## config.mk

```make
export PLATFORM = sky130hd
export DESIGN_NAME = cdpo_driver_flat
export DESIGN_NICKNAME = d
export VERILOG_FILES = /design/src/cdpo_pkg.sv /design/src/cdpo_if.sv /design/src/cdpo_driver.sv /design/src/flat_wrapper.sv
export VERILOG_INCLUDE_DIRS = /design/src
export SDC_FILE = /design/constraint.sdc
export NUM_CORES = 1
export LEC_CHECK = 0
export BUFFER_PORTS_ARGS = -buffer_cell sky130_fd_sc_hd__buf_2
export CORE_ASPECT_RATIO = 0.8
export CORE_MARGIN = 5
export CORE_UTILIZATION = 44
export DETAILED_ROUTE_END_ITERATION = 8
export PLACE_DENSITY = 0.79
export SETUP_SLACK_MARGIN = 0.4
export SYNTH_ARGS = -nofsm -noshare
export SYNTH_HDL_FRONTEND = slang
export SYNTH_SLANG_ARGS = --single-unit
```

## constraint.sdc

```tcl
create_clock -name clock -period 0.8 [get_ports clock]
set_input_delay 0.08 -clock clock [delete_from_list [all_inputs] [get_ports clock]]
set_output_delay 0.08 -clock clock [all_outputs]
set_load 0.01 [all_outputs]
```

## src/cdpo_cfg.svh

```systemverilog
// constants for the compare driven pulse outputs
// assumes inclusion by bare name from package and modules
`ifndef CDPO_CFG_SVH
`define CDPO_CFG_SVH
`define CDPO_PIN_COUNT 8
`define CDPO_REG_WIDTH 16
`define CDPO_CLR_LSB 8
`define CDPO_SET_LSB 0
`define CDPO_REG_ADDR 32'hFFFFF700
`define CDPO_REG_RESET 16'h0000
`define CDPO_CMP_WIDTH 16
`define CDPO_LANE_COUNT 2
`define CDPO_LANE_WIDTH 8
`endif

```

## src/cdpo_pkg.sv

```systemverilog
// types for the compare driven pulse outputs
// assumes cdpo_cfg.svh on the include path
`include "cdpo_cfg.svh"
package cdpo_pkg;
    typedef logic [`CDPO_PIN_COUNT-1:0] cdpo_pins_t;
    typedef logic [`CDPO_REG_WIDTH-1:0] cdpo_reg_t;
    typedef logic [`CDPO_CMP_WIDTH-1:0] cdpo_cnt_t;
endpackage

```

## src/cdpo_if.sv

```systemverilog
// link between the timer end and the pulse driver end
// assumes one system clock shared by both ends
`timescale 1ns/1ps
`default_nettype none
interface cdpo_if;
    logic rise_match;
    logic fall_match;
    modport device (input rise_match, input fall_match);
    modport timer (output rise_match, output fall_match);
endinterface
`default_nettype wire

```

## src/cdpo_driver.sv

```systemverilog
// pulse driver end: enable register and eight pulse outputs
// assumes one-cycle match pulses from the timer end
// assumes a write strobe of one cycle per write
// assumes both ends share one clock and one reset
// assumes compare values are loaded by the timer end
// assumes a pin flop may stay high while its enables are off

`timescale 1ns/1ps
`default_nettype none
`include "cdpo_cfg.svh"

module cdpo_driver (
    input wire logic clock,
    input wire logic rst_n,
    input wire logic reg_wr,
    input wire logic [1:0] reg_be,
    input wire cdpo_pkg::cdpo_reg_t reg_wdata,
    output cdpo_pkg::cdpo_reg_t reg_rdata,
    output cdpo_pkg::cdpo_pins_t pulse_out,
    cdpo_if.device link
);

    typedef struct packed {
        // set half low, clear half high
        cdpo_pkg::cdpo_reg_t pulse_pin_enable_reg;

        // one level flop per pin
        cdpo_pkg::cdpo_pins_t pins;
    } cdpo_dst_t;

    // state after reset: all enables off, all pins low
    localparam cdpo_dst_t dst_reset = '{
        pulse_pin_enable_reg: `CDPO_REG_RESET,
        pins: '0
    };

    // registered state and its next value
    cdpo_dst_t s;

    cdpo_dst_t next_s;

    // set half and clear half of the control register
    cdpo_pkg::cdpo_pins_t set_enable_bits;

    cdpo_pkg::cdpo_pins_t clear_enable_bits;

    // compare events taken on this edge
    logic rise_event;

    logic fall_event;

    // per-pin decode of the events
    wire cdpo_pkg::cdpo_pins_t set_hit;

    wire cdpo_pkg::cdpo_pins_t clear_hit;

    wire cdpo_pkg::cdpo_pins_t pin_next;

    // per-lane write decode
    wire logic [`CDPO_LANE_COUNT-1:0] lane_wr;

    wire cdpo_pkg::cdpo_reg_t reg_next;

    assign set_enable_bits =
        s.pulse_pin_enable_reg[`CDPO_SET_LSB +: `CDPO_PIN_COUNT];

    assign clear_enable_bits =
        s.pulse_pin_enable_reg[`CDPO_CLR_LSB +: `CDPO_PIN_COUNT];

    assign rise_event = link.rise_match;

    assign fall_event = link.fall_match;

    // byte lanes are written on their own, at any time
    genvar lane;

    generate

        for (lane = 0; lane < `CDPO_LANE_COUNT; lane++) begin : g_lane

            logic lane_sel;

            logic [`CDPO_LANE_WIDTH-1:0] lane_old;

            logic [`CDPO_LANE_WIDTH-1:0] lane_new;

            logic [`CDPO_LANE_WIDTH-1:0] lane_val;

            // one byte enable per lane
            assign lane_sel = reg_be[lane];

            assign lane_wr[lane] = reg_wr & lane_sel;

            assign lane_old =
                s.pulse_pin_enable_reg[lane*`CDPO_LANE_WIDTH +: `CDPO_LANE_WIDTH];

            assign lane_new =
                reg_wdata[lane*`CDPO_LANE_WIDTH +: `CDPO_LANE_WIDTH];

            // keep the lane unless it is written
            always_comb begin
                unique case (lane_wr[lane])
                    1'b1: begin
                        lane_val = lane_new;
                    end

                    1'b0: begin
                        lane_val = lane_old;
                    end
                endcase
            end

            // merge the lane back into the word
            assign reg_next[lane*`CDPO_LANE_WIDTH +: `CDPO_LANE_WIDTH] =
                lane_val;

        end

    endgenerate

    // each pin follows its own pair of enables
    genvar pin;

    generate

        for (pin = 0; pin < `CDPO_PIN_COUNT; pin++) begin : g_pin

            logic set_en;

            logic clr_en;

            logic level;

            assign set_en = set_enable_bits[pin];

            assign clr_en = clear_enable_bits[pin];

            // a rise sets, a fall clears, each only where enabled
            assign set_hit[pin] = rise_event & set_en;

            assign clear_hit[pin] = fall_event & clr_en;

            always_comb begin
                unique case ({clear_hit[pin], set_hit[pin]})
                    2'b00: begin
                        level = s.pins[pin];
                    end

                    2'b01: begin
                        level = 1'b1;
                    end

                    2'b10: begin
                        level = 1'b0;
                    end

                    2'b11: begin
                        // low wins when both events meet
                        level = 1'b0;
                    end
                endcase
            end

            assign pin_next[pin] = level;

        end

    endgenerate

    // one register update and one pin update per edge
    always_comb begin
        next_s = s;

        next_s.pulse_pin_enable_reg = reg_next;

        // one event moves every enabled pin together
        next_s.pins = pin_next;

        // reset wins over everything
        if (!rst_n) begin
            next_s = dst_reset;
        end
    end

    // every register runs on every edge
    always_ff @(posedge clock) begin
        s <= next_s;
    end

    // outputs come straight from the state flops
    assign reg_rdata = s.pulse_pin_enable_reg;

    assign pulse_out = s.pins;

endmodule // cdpo_driver
`default_nettype wire

```

## src/flat_wrapper.sv

```systemverilog
// flat-port wrapper written by rule: the top's interface ports become plain ports
module cdpo_driver_flat 
  (clock, rst_n, reg_wr, reg_be, reg_wdata, reg_rdata, pulse_out, link_rise_match, link_fall_match);
  cdpo_if link_i ();
  input wire logic clock;
  input wire logic rst_n;
  input wire logic reg_wr;
  input wire logic [1:0] reg_be;
  input wire cdpo_pkg::cdpo_reg_t reg_wdata;
  output cdpo_pkg::cdpo_reg_t reg_rdata;
  output cdpo_pkg::cdpo_pins_t pulse_out;
  input wire logic [$bits(link_i.rise_match)-1:0] link_rise_match;
  input wire logic [$bits(link_i.fall_match)-1:0] link_fall_match;
  assign link_i.rise_match = link_rise_match;
  assign link_i.fall_match = link_fall_match;
  cdpo_driver u_core (.clock(clock), .rst_n(rst_n), .reg_wr(reg_wr), .reg_be(reg_be), .reg_wdata(reg_wdata), .reg_rdata(reg_rdata), .pulse_out(pulse_out), .link(link_i));
endmodule
```

Word level (Yosys, flattened, before mapping):

Cells that the tools add are included.

* register bits after elaboration: 24
* input bits: 23
* logic and storage cells: 78

* eq/ne operators: 24
* mux-type cells: 10
* bitwise operators: 18
* reduce and logical (&&, ||, !) cells: 16

Operator list (count)
* $eq 2x2->1 const B: 16
* $and 1x1->1: 18
* $eq 2x1->1 const B: 8
* $logic_not 2->1: 8
* $mux 8: 2
* $pmux 1 s2: 8
* $reduce_or 2->1: 8

Longest topological paths before layout:

Gate-level depths: netlist of the first run.

* depth in word-level cells: 4
* depth in mapped cells: 4

Least setup slack after synthesis of the first run:

No wires, ideal clock.

* kind: reg2reg
* from: reg u_core.s (netlist bit u_core.reg_rdata[0])
* to: reg u_core.s (netlist bit u_core.pulse_out[0])
* setup time: 0.086 ns
* arrival: 0.582 ns
* path slack: 0.133 ns
* cell stages (with the launch flop): 3
* buffers on the path: 0
* period minus slack after synthesis: 0.667 ns
* cell sequence: dfxtp_1 -> a21oi_1 -> a211oi_1

* longest elaborated chain between the ends: 4
* elaborated cells between the ends (all ways): 7

RTL lines
* start, declared: RTL line cdpo_driver.sv:38 `cdpo_dst_t s;`
* start signal, assigned: RTL line cdpo_driver.sv:187 `s <= next_s;`
* $and 1x1->1 *: RTL line cdpo_driver.sv:139 `assign set_hit[pin] = rise_event & set_en;`
* $eq 2x2->1: RTL line cdpo_driver.sv:144 `unique case ({clear_hit[pin], set_hit[pin]})`
* $reduce_or 2->1 (no source line)
* $pmux 1 s2: RTL line cdpo_driver.sv:144

Mark *: on every way between the ends. The rest lies on a longest branch, timed or not.
A chain may end at the register's enable or synchronous reset.

Final worst setup path of the first run:

* from: reg u_core.s (netlist bit u_core.pulse_out[7])
* to: out pulse_out[7]

RTL lines
* end, declared: RTL line flat_wrapper.sv:11 `output cdpo_pkg::cdpo_pins_t pulse_out;`

No word-level cell between the ends.

==> results of run 1 <==
[what timing repair did]
| action | CTS | global route |
|---|---|---|
| pin swaps | 12 | 6 |
| buffers inserted | 17 | 5 |
| gates resized for setup | 54 | 30 |
| endpoints found under the setup margin | 48 | 48 |
| hold endpoints to repair | 6 | 5 |
[worst register-to-register path, cell delays in order, from the launching register on]
cell and delay (ps):
dfxtp_2 360, buf_4 130, buf_6 120, a211oi_2 180
[metrics by stage]
step | hold WS [ps] | setup TNS, ps | instance area [µm²]
after floorplan | 216 | 0 | 1010
after global routing | -23.4 | -3030 | 1790
final | -9.87 | -1770 | 1790
after CTS | -10.9 | -1430 | 1630
after detailed placement | 323 | 0 | 1210
after global placement | 325 | 0 | 1210
[how the worst max path moves through the flow]
stage | startpoint | endpoint | slack (ps) | depth (start not counted)
2_1_floorplan | reg_be[0] | u_core.reg_rdata[0] | 180 | 4
3_3_place_gp | rst_n | u_core.pulse_out[2] | 140 | 3
3_5_place_dp | rst_n | u_core.pulse_out[0] | 70 | 3
4_1_cts | u_core.reg_rdata[14] | reg_rdata[14] | -60 | 1
5_1_grt | u_core.reg_rdata[2] | reg_rdata[2] | -140 | 1
6_report | u_core.pulse_out[7] | pulse_out[7] | -90 | 1
[layout by cell type, fill, tap and decap left out, drive strengths merged]
| cell | count |
|---|---|
| a211oi | 8 |
| a21oi | 8 |
| and2 | 2 |
| buf | 72 |
| bufinv | 1 |
| clkbuf | 3 |
| dfxtp | 24 |
| inv | 1 |
| nand2 | 16 |
| nand4 | 16 |
| o21ai | 16 |
[routing by layer]
| layer | track usage | share of wire | vias up |
|---|---|---|---|
| li1 | - | - | 499 |
| met1 | 0.216 | 0.38 | 521 |
| met2 | 0.328 | 0.51 | 56 |
| met3 | 0.0670 | 0.088 | 6 |
| met4 | 0.0389 | 0.018 | 0 |
| met5 | 0 | 0 | - |
[cells by family (layout without fill, tap and decap cells)]
logic type             count (synthesis)  in the layout  synth area share
AO/OA/AOI/OAI                         32             32             0.222
AND/OR/NAND/NOR                       34             34             0.185
buffers and inverters                 13             77            0.0936
flip-flops                            24             24             0.499
[cell type report]
type	instances	area, µm²	area share
clock buffers	3	22.5	0.0126
clock inverters	1	30.0	0.0168
inverters	1	3.75	0.00210
multi-input cells	66	528	0.296
flip-flops and latches	24	510	0.286
well taps	25	31.3	0.0175
repair buffers	72	661	0.370
[power by group through the flow]
| stage | clock network [µW] | registers [µW] | logic, µW |
|---|---|---|---|
| after floorplan | 0 | 1340 | 183 |
| after global placement | 0 | 1320 | 310 |
| after detailed placement | 0 | 1320 | 319 |
| after CTS | 872 | 1300 | 478 |
| after global routing | 956 | 1310 | 608 |
| final | 882 | 1310 | 575 |
[state kept, by name (all words and copies together) (netlist names)]
| name | count |
|---|---|
| u_core.reg_rdata | 16 |
| u_core.pulse_out | 8 |
==> impl_metrics.yaml, run 1 <==
global_routing:
  grt_pass1_vias: 1002
  total_routing_resource_utilization_after_global_routing: 0.185
  pin_count_of_the_biggest_net_entering_global_routing: 18
  grt_antenna_before_repair: 0
  overflow: 0
  grt_pass1_wl_mm: 4.77
worst_setup_path:
  crit-reg2reg-capture: "u_core.pulse_out[6]"
  worst-endpoint-arrival_ps: 810
  crit_chain: "buf_6"
  crit_buf_inv: 1
  critical_path_fanouts_max: 2
  timing.reg2reg.setup_slack_ps: -60
  r2r_cells: 3
  start_kind: "register"
  cp_slowest_stage_delay_ps: 390
  required_arrival_time_at_the_worst_endpoint_ps: 720
  r2r-start: "u_core.reg_rdata[14]"
  crit_path_top_delay_cell: "dfxtp_2"
  worstSetupEndpointType: "output pin"
  critical-path-top-delay-family: "flip-flops"
  timing_worst_setup_path_type: "register to output pin"
sta:
  final.hold.worst_slack_ps: -9.87
  fin_worst_skew_ps: 4.18
  slew_viol_final: 0
  post-route-period-util: 1.12
  period_needed_ps: 894
  grt_setup_unrepaired: "yes"
  slew_headroom: 0.717
  worst_slack_ps: -93.8
  timing.final.hold_violations: 5
  finalSetupViolCount: 29
  max_freq_mhz: 1120
  worst_slew_pin_slew_ps: 424
clocking:
  cts_tree: "done"
  clock_tree.htree_level_count: 1
  cts_buffers: 3
  clock_insertion_delay_worst_skew_ps: 310
  cts_root_buffer: "clkbuf_4"
  clk_path_buf_depth: 2
  clk_transition_reported_paths_ps: 140
  cts_num_sinks: 24
placement:
  place.gp.congestion: 0.740
  count_of_input_and_output_buffers: 46
  dpl_worst_slack_ps: 65.8
  hpwlAfterDp_mm: 1.81
  numPlacedInstances: 166
synth:
  synth_enable_flop_cells: 0
  syn_avg_cell_area_um2: 9.34
  yosys.area.top_type_share: 0.499
  synthDominantAreaCellType: "dfxtp_1"
  yosys.cell_count.top_type: "dfxtp_1"
  yosysWarningCount: 0
  synth_top_flop_cell: "dfxtp_1"
  synth.top_cells.by_count: "dfxtp_1, nand2_1, nand4_1, o21ai_2"
  synth_area_um2: 962
  synth_seq_area_share: 0.499
  synthArstFlopShare: 0
  flop_and_latch_count_out_of_synthesis: 24
  yosysUniqueCellTypes: 14
  total_nets_after_synthesis: 126
  yosys-top-cells-area: "dfxtp_1, nand4_1, o21ai_2"
  synth_cells: 103
routing:
  routedWlPerCell_um: 18.4
  routed-via-count: 1082
  drt_iter0_markers: 41
  finalWirelength_mm: 3.54
  drt-vias-per-instance: 5.64
  drcViolationCount: 0
  ant_nets: 0
  number_of_detailed_routing_iterations_run_before_antenna_repair: 4
cells_and_area:
  finish.cell_count_without_fillers: 192
  filler_cell_count: 108
  final_layout_size_suffix_gt1_frac: 0.850
  insertedDiodeCount: 0
  final_util: 0.842
  finish.net_count: 191
  areaGrowthSynthToFinish_pct: 85.7
power_and_ir_drop:
  power.static_leakage_uw: 0.000774
  power-per-cell-area_nw_per_um2: 1550
  internal_power_uw: 2070
  share_clk_of_total_power: 0.319
  sequential_share_of_power: 0.473
  peak_ir_drop_on_the_vdd_network_mv: 2.07
  power.switching_fraction: 0.252
  total_power_uw: 2760
  total_switching_power_uw: 698
  pwr-share-comb: 0.208
worst_hold_path:
  worstHoldPathCells: 3
  worst_hold_path_type: "input port to register"
  hold_path_startpoint: "reg_wdata[9]"
  sink_of_the_worst_hold_path: "u_core.reg_rdata[9]"
floorplan:
  ioPinCount: 47
  chip_width_um: 62.3
  design.die.area_um2: 3230
  fp-row-count: 15
  initial_core_util: 0.454
  die_height_um: 51.8
  core_um2: 2120
run:
  drv.max_cap_violation_count: 0
status:
  violations: "negative hold slack, negative setup slack"
  result_of_the_run: "finished with violations"
No activity file was read; power rests on OpenSTA's default activity.
==> run 2, diff against run 1 <==
--- a/config.mk
+++ b/config.mk
@@ -10,6 +10,7 @@
 export CORE_ASPECT_RATIO = 0.8
 export CORE_MARGIN = 5
 export CORE_UTILIZATION = 44
+export CTS_BUF_LIST = sky130_fd_sc_hd__clkbuf_8 sky130_fd_sc_hd__clkbuf_16
 export DETAILED_ROUTE_END_ITERATION = 8
 export PLACE_DENSITY = 0.79
 export SETUP_SLACK_MARGIN = 0.4
==> impl_metrics.yaml, run 2 (same netlist as run 1, synthesis figures left out) <==
status:
  result_of_the_run: "finished with violations"
  violations: "negative setup slack"
sta:
  slew_headroom: 0.753
  worst_slew_pin_slew_ps: 370
  slew_viol_final: 0
  totalNegativeSetupSlack_ps: -218
  period_needed_ps: 823
  grt_setup_unrepaired: "yes"
  max_freq_mhz: 1210
  worst_slack_ps: -23.1
  post-route-period-util: 1.03
  fin_worst_skew_ps: 4.21
  finalSetupViolCount: 19
  timing.final.hold_violations: 0
routing:
  routedWlPerCell_um: 16.5
  routed-via-count: 1017
  drt_iter0_markers: 46
  drt-vias-per-instance: 5.35
  finalWirelength_mm: 3.14
  number_of_detailed_routing_iterations_run_before_antenna_repair: 4
  ant_nets: 0
  drcViolationCount: 0
worst_setup_path:
  crit_path_top_delay_cell: "dfxtp_2"
  critical_path_fanouts_max: 2
  cp_slowest_stage_delay_ps: 360
  start_kind: "register"
  required_arrival_time_at_the_worst_endpoint_ps: 720
  timing_worst_setup_path_type: "register to output pin"
  timing.reg2reg.setup_slack_ps: 30
  crit_chain: "buf_6"
  crit_buf_inv: 1
  critical-path-top-delay-family: "flip-flops"
  worst-endpoint-arrival_ps: 740
  worstSetupEndpointType: "output pin"
clocking:
  clock_tree.htree_level_count: 1
  cts_buffers: 3
  clock_insertion_delay_worst_skew_ps: 270
  hold_buffers_post_cts: 0
  cts_num_sinks: 24
  clk_transition_reported_paths_ps: 90
  clk_path_buf_depth: 2
  cts_root_buffer: "clkbuf_8"
  cts_tree: "done"
cells_and_area:
  register_area_um2: 510
  filler_cell_count: 108
  areaGrowthSynthToFinish_pct: 86.5
  largest_register_ff_count: 16
  insertedDiodeCount: 0
  finish.net_count: 189
  most_common_cell_after_layout_fill_and_taps_aside: "buf_6"
  final_layout_size_suffix_gt1_frac: 0.855
  final_util: 0.846
  layout.cells.most_common_list: "buf_6, dfxtp_2, buf_2"
  multiInputGateArea_um2: 536
floorplan:
  initial_core_util: 0.454
  ioPinCount: 47
  chip_width_um: 62.3
  die_height_um: 51.8
  design.die.area_um2: 3230
  core_um2: 2120
  fp-row-count: 15
power_and_ir_drop:
  power.static_leakage_uw: 0.000761
  total_power_uw: 2930
  power-per-cell-area_nw_per_um2: 1630
  peak_ir_drop_on_the_vdd_network_mv: 2.29
worst_hold_path:
  worst_hold_path_type: "input port to register"
run:
  drv.max_cap_violation_count: 0
global_routing:
  total_routing_resource_utilization_after_global_routing: 0.178
  overflow: 0
  pin_count_of_the_biggest_net_entering_global_routing: 18
  grt_pass1_wl_mm: 4.62
  globalRoute.busiestLayer: "met2"
  groute.layer.met1.usage: 0.220
  use_met3: 0.0670
  grt_util_met2: 0.303
  grt_pass1_vias: 979
  grt_antenna_before_repair: 0
placement:
  hpwlAfterDp_mm: 1.81
  dpl_worst_slack_ps: 65.8
  count_of_input_and_output_buffers: 46
  place.gp.congestion: 0.740
-- run 2: cell type report --
class / instances / area share
repair buffers: 70 / 0.358
multi-input cells: 66 / 0.298
flip-flops and latches: 24 / 0.285
clock buffers: 3 / 0.0230
well taps: 25 / 0.0174
clock inverters: 1 / 0.0167
inverters: 1 / 0.00209
-- run 2: metrics by stage --
step                      cell area, µm²  hold slack, ps  cells
after global placement              1210             325    166
after floorplan                     1010             216    103
after global routing                1790            33.1    190
after detailed placement            1210             323    166
final                               1790            36.4    190
after CTS                           1670            48.5    185
-- run 2: worst paths after layout --
kind                       startpoint                   end  depth (start not counted)
hold reg to reg   u_core.reg_rdata[7]   u_core.reg_rdata[7]                          2
setup / recovery  u_core.pulse_out[0]          pulse_out[0]                          1
hold / removal          reg_wdata[11]  u_core.reg_rdata[11]                          3
setup reg to reg  u_core.reg_rdata[1]   u_core.pulse_out[1]                          3
-- run 2: where the power goes --
| group | total [µW] | internal [µW] | switching [µW] |
|---|---|---|---|
| clock | 1070 | 670 | 399 |
| sequential | 1310 | 1260 | 48.8 |
| combinational | 554 | 294 | 260 |
-- run 2: repair_timing --
action | 4_1_cts | 5_1_grt
resized for setup | 65 | 19
pin swaps | 15 | 4
setup endpoints to repair | 48 | 48
setup buffers | 15 | 5
-- run 2: routing by layer --
metal,up-vias,part of all wire
li1,498,-
met1,476,0.44
met2,34,0.46
met3,9,0.072
met4,0,0.031
met5,-,0
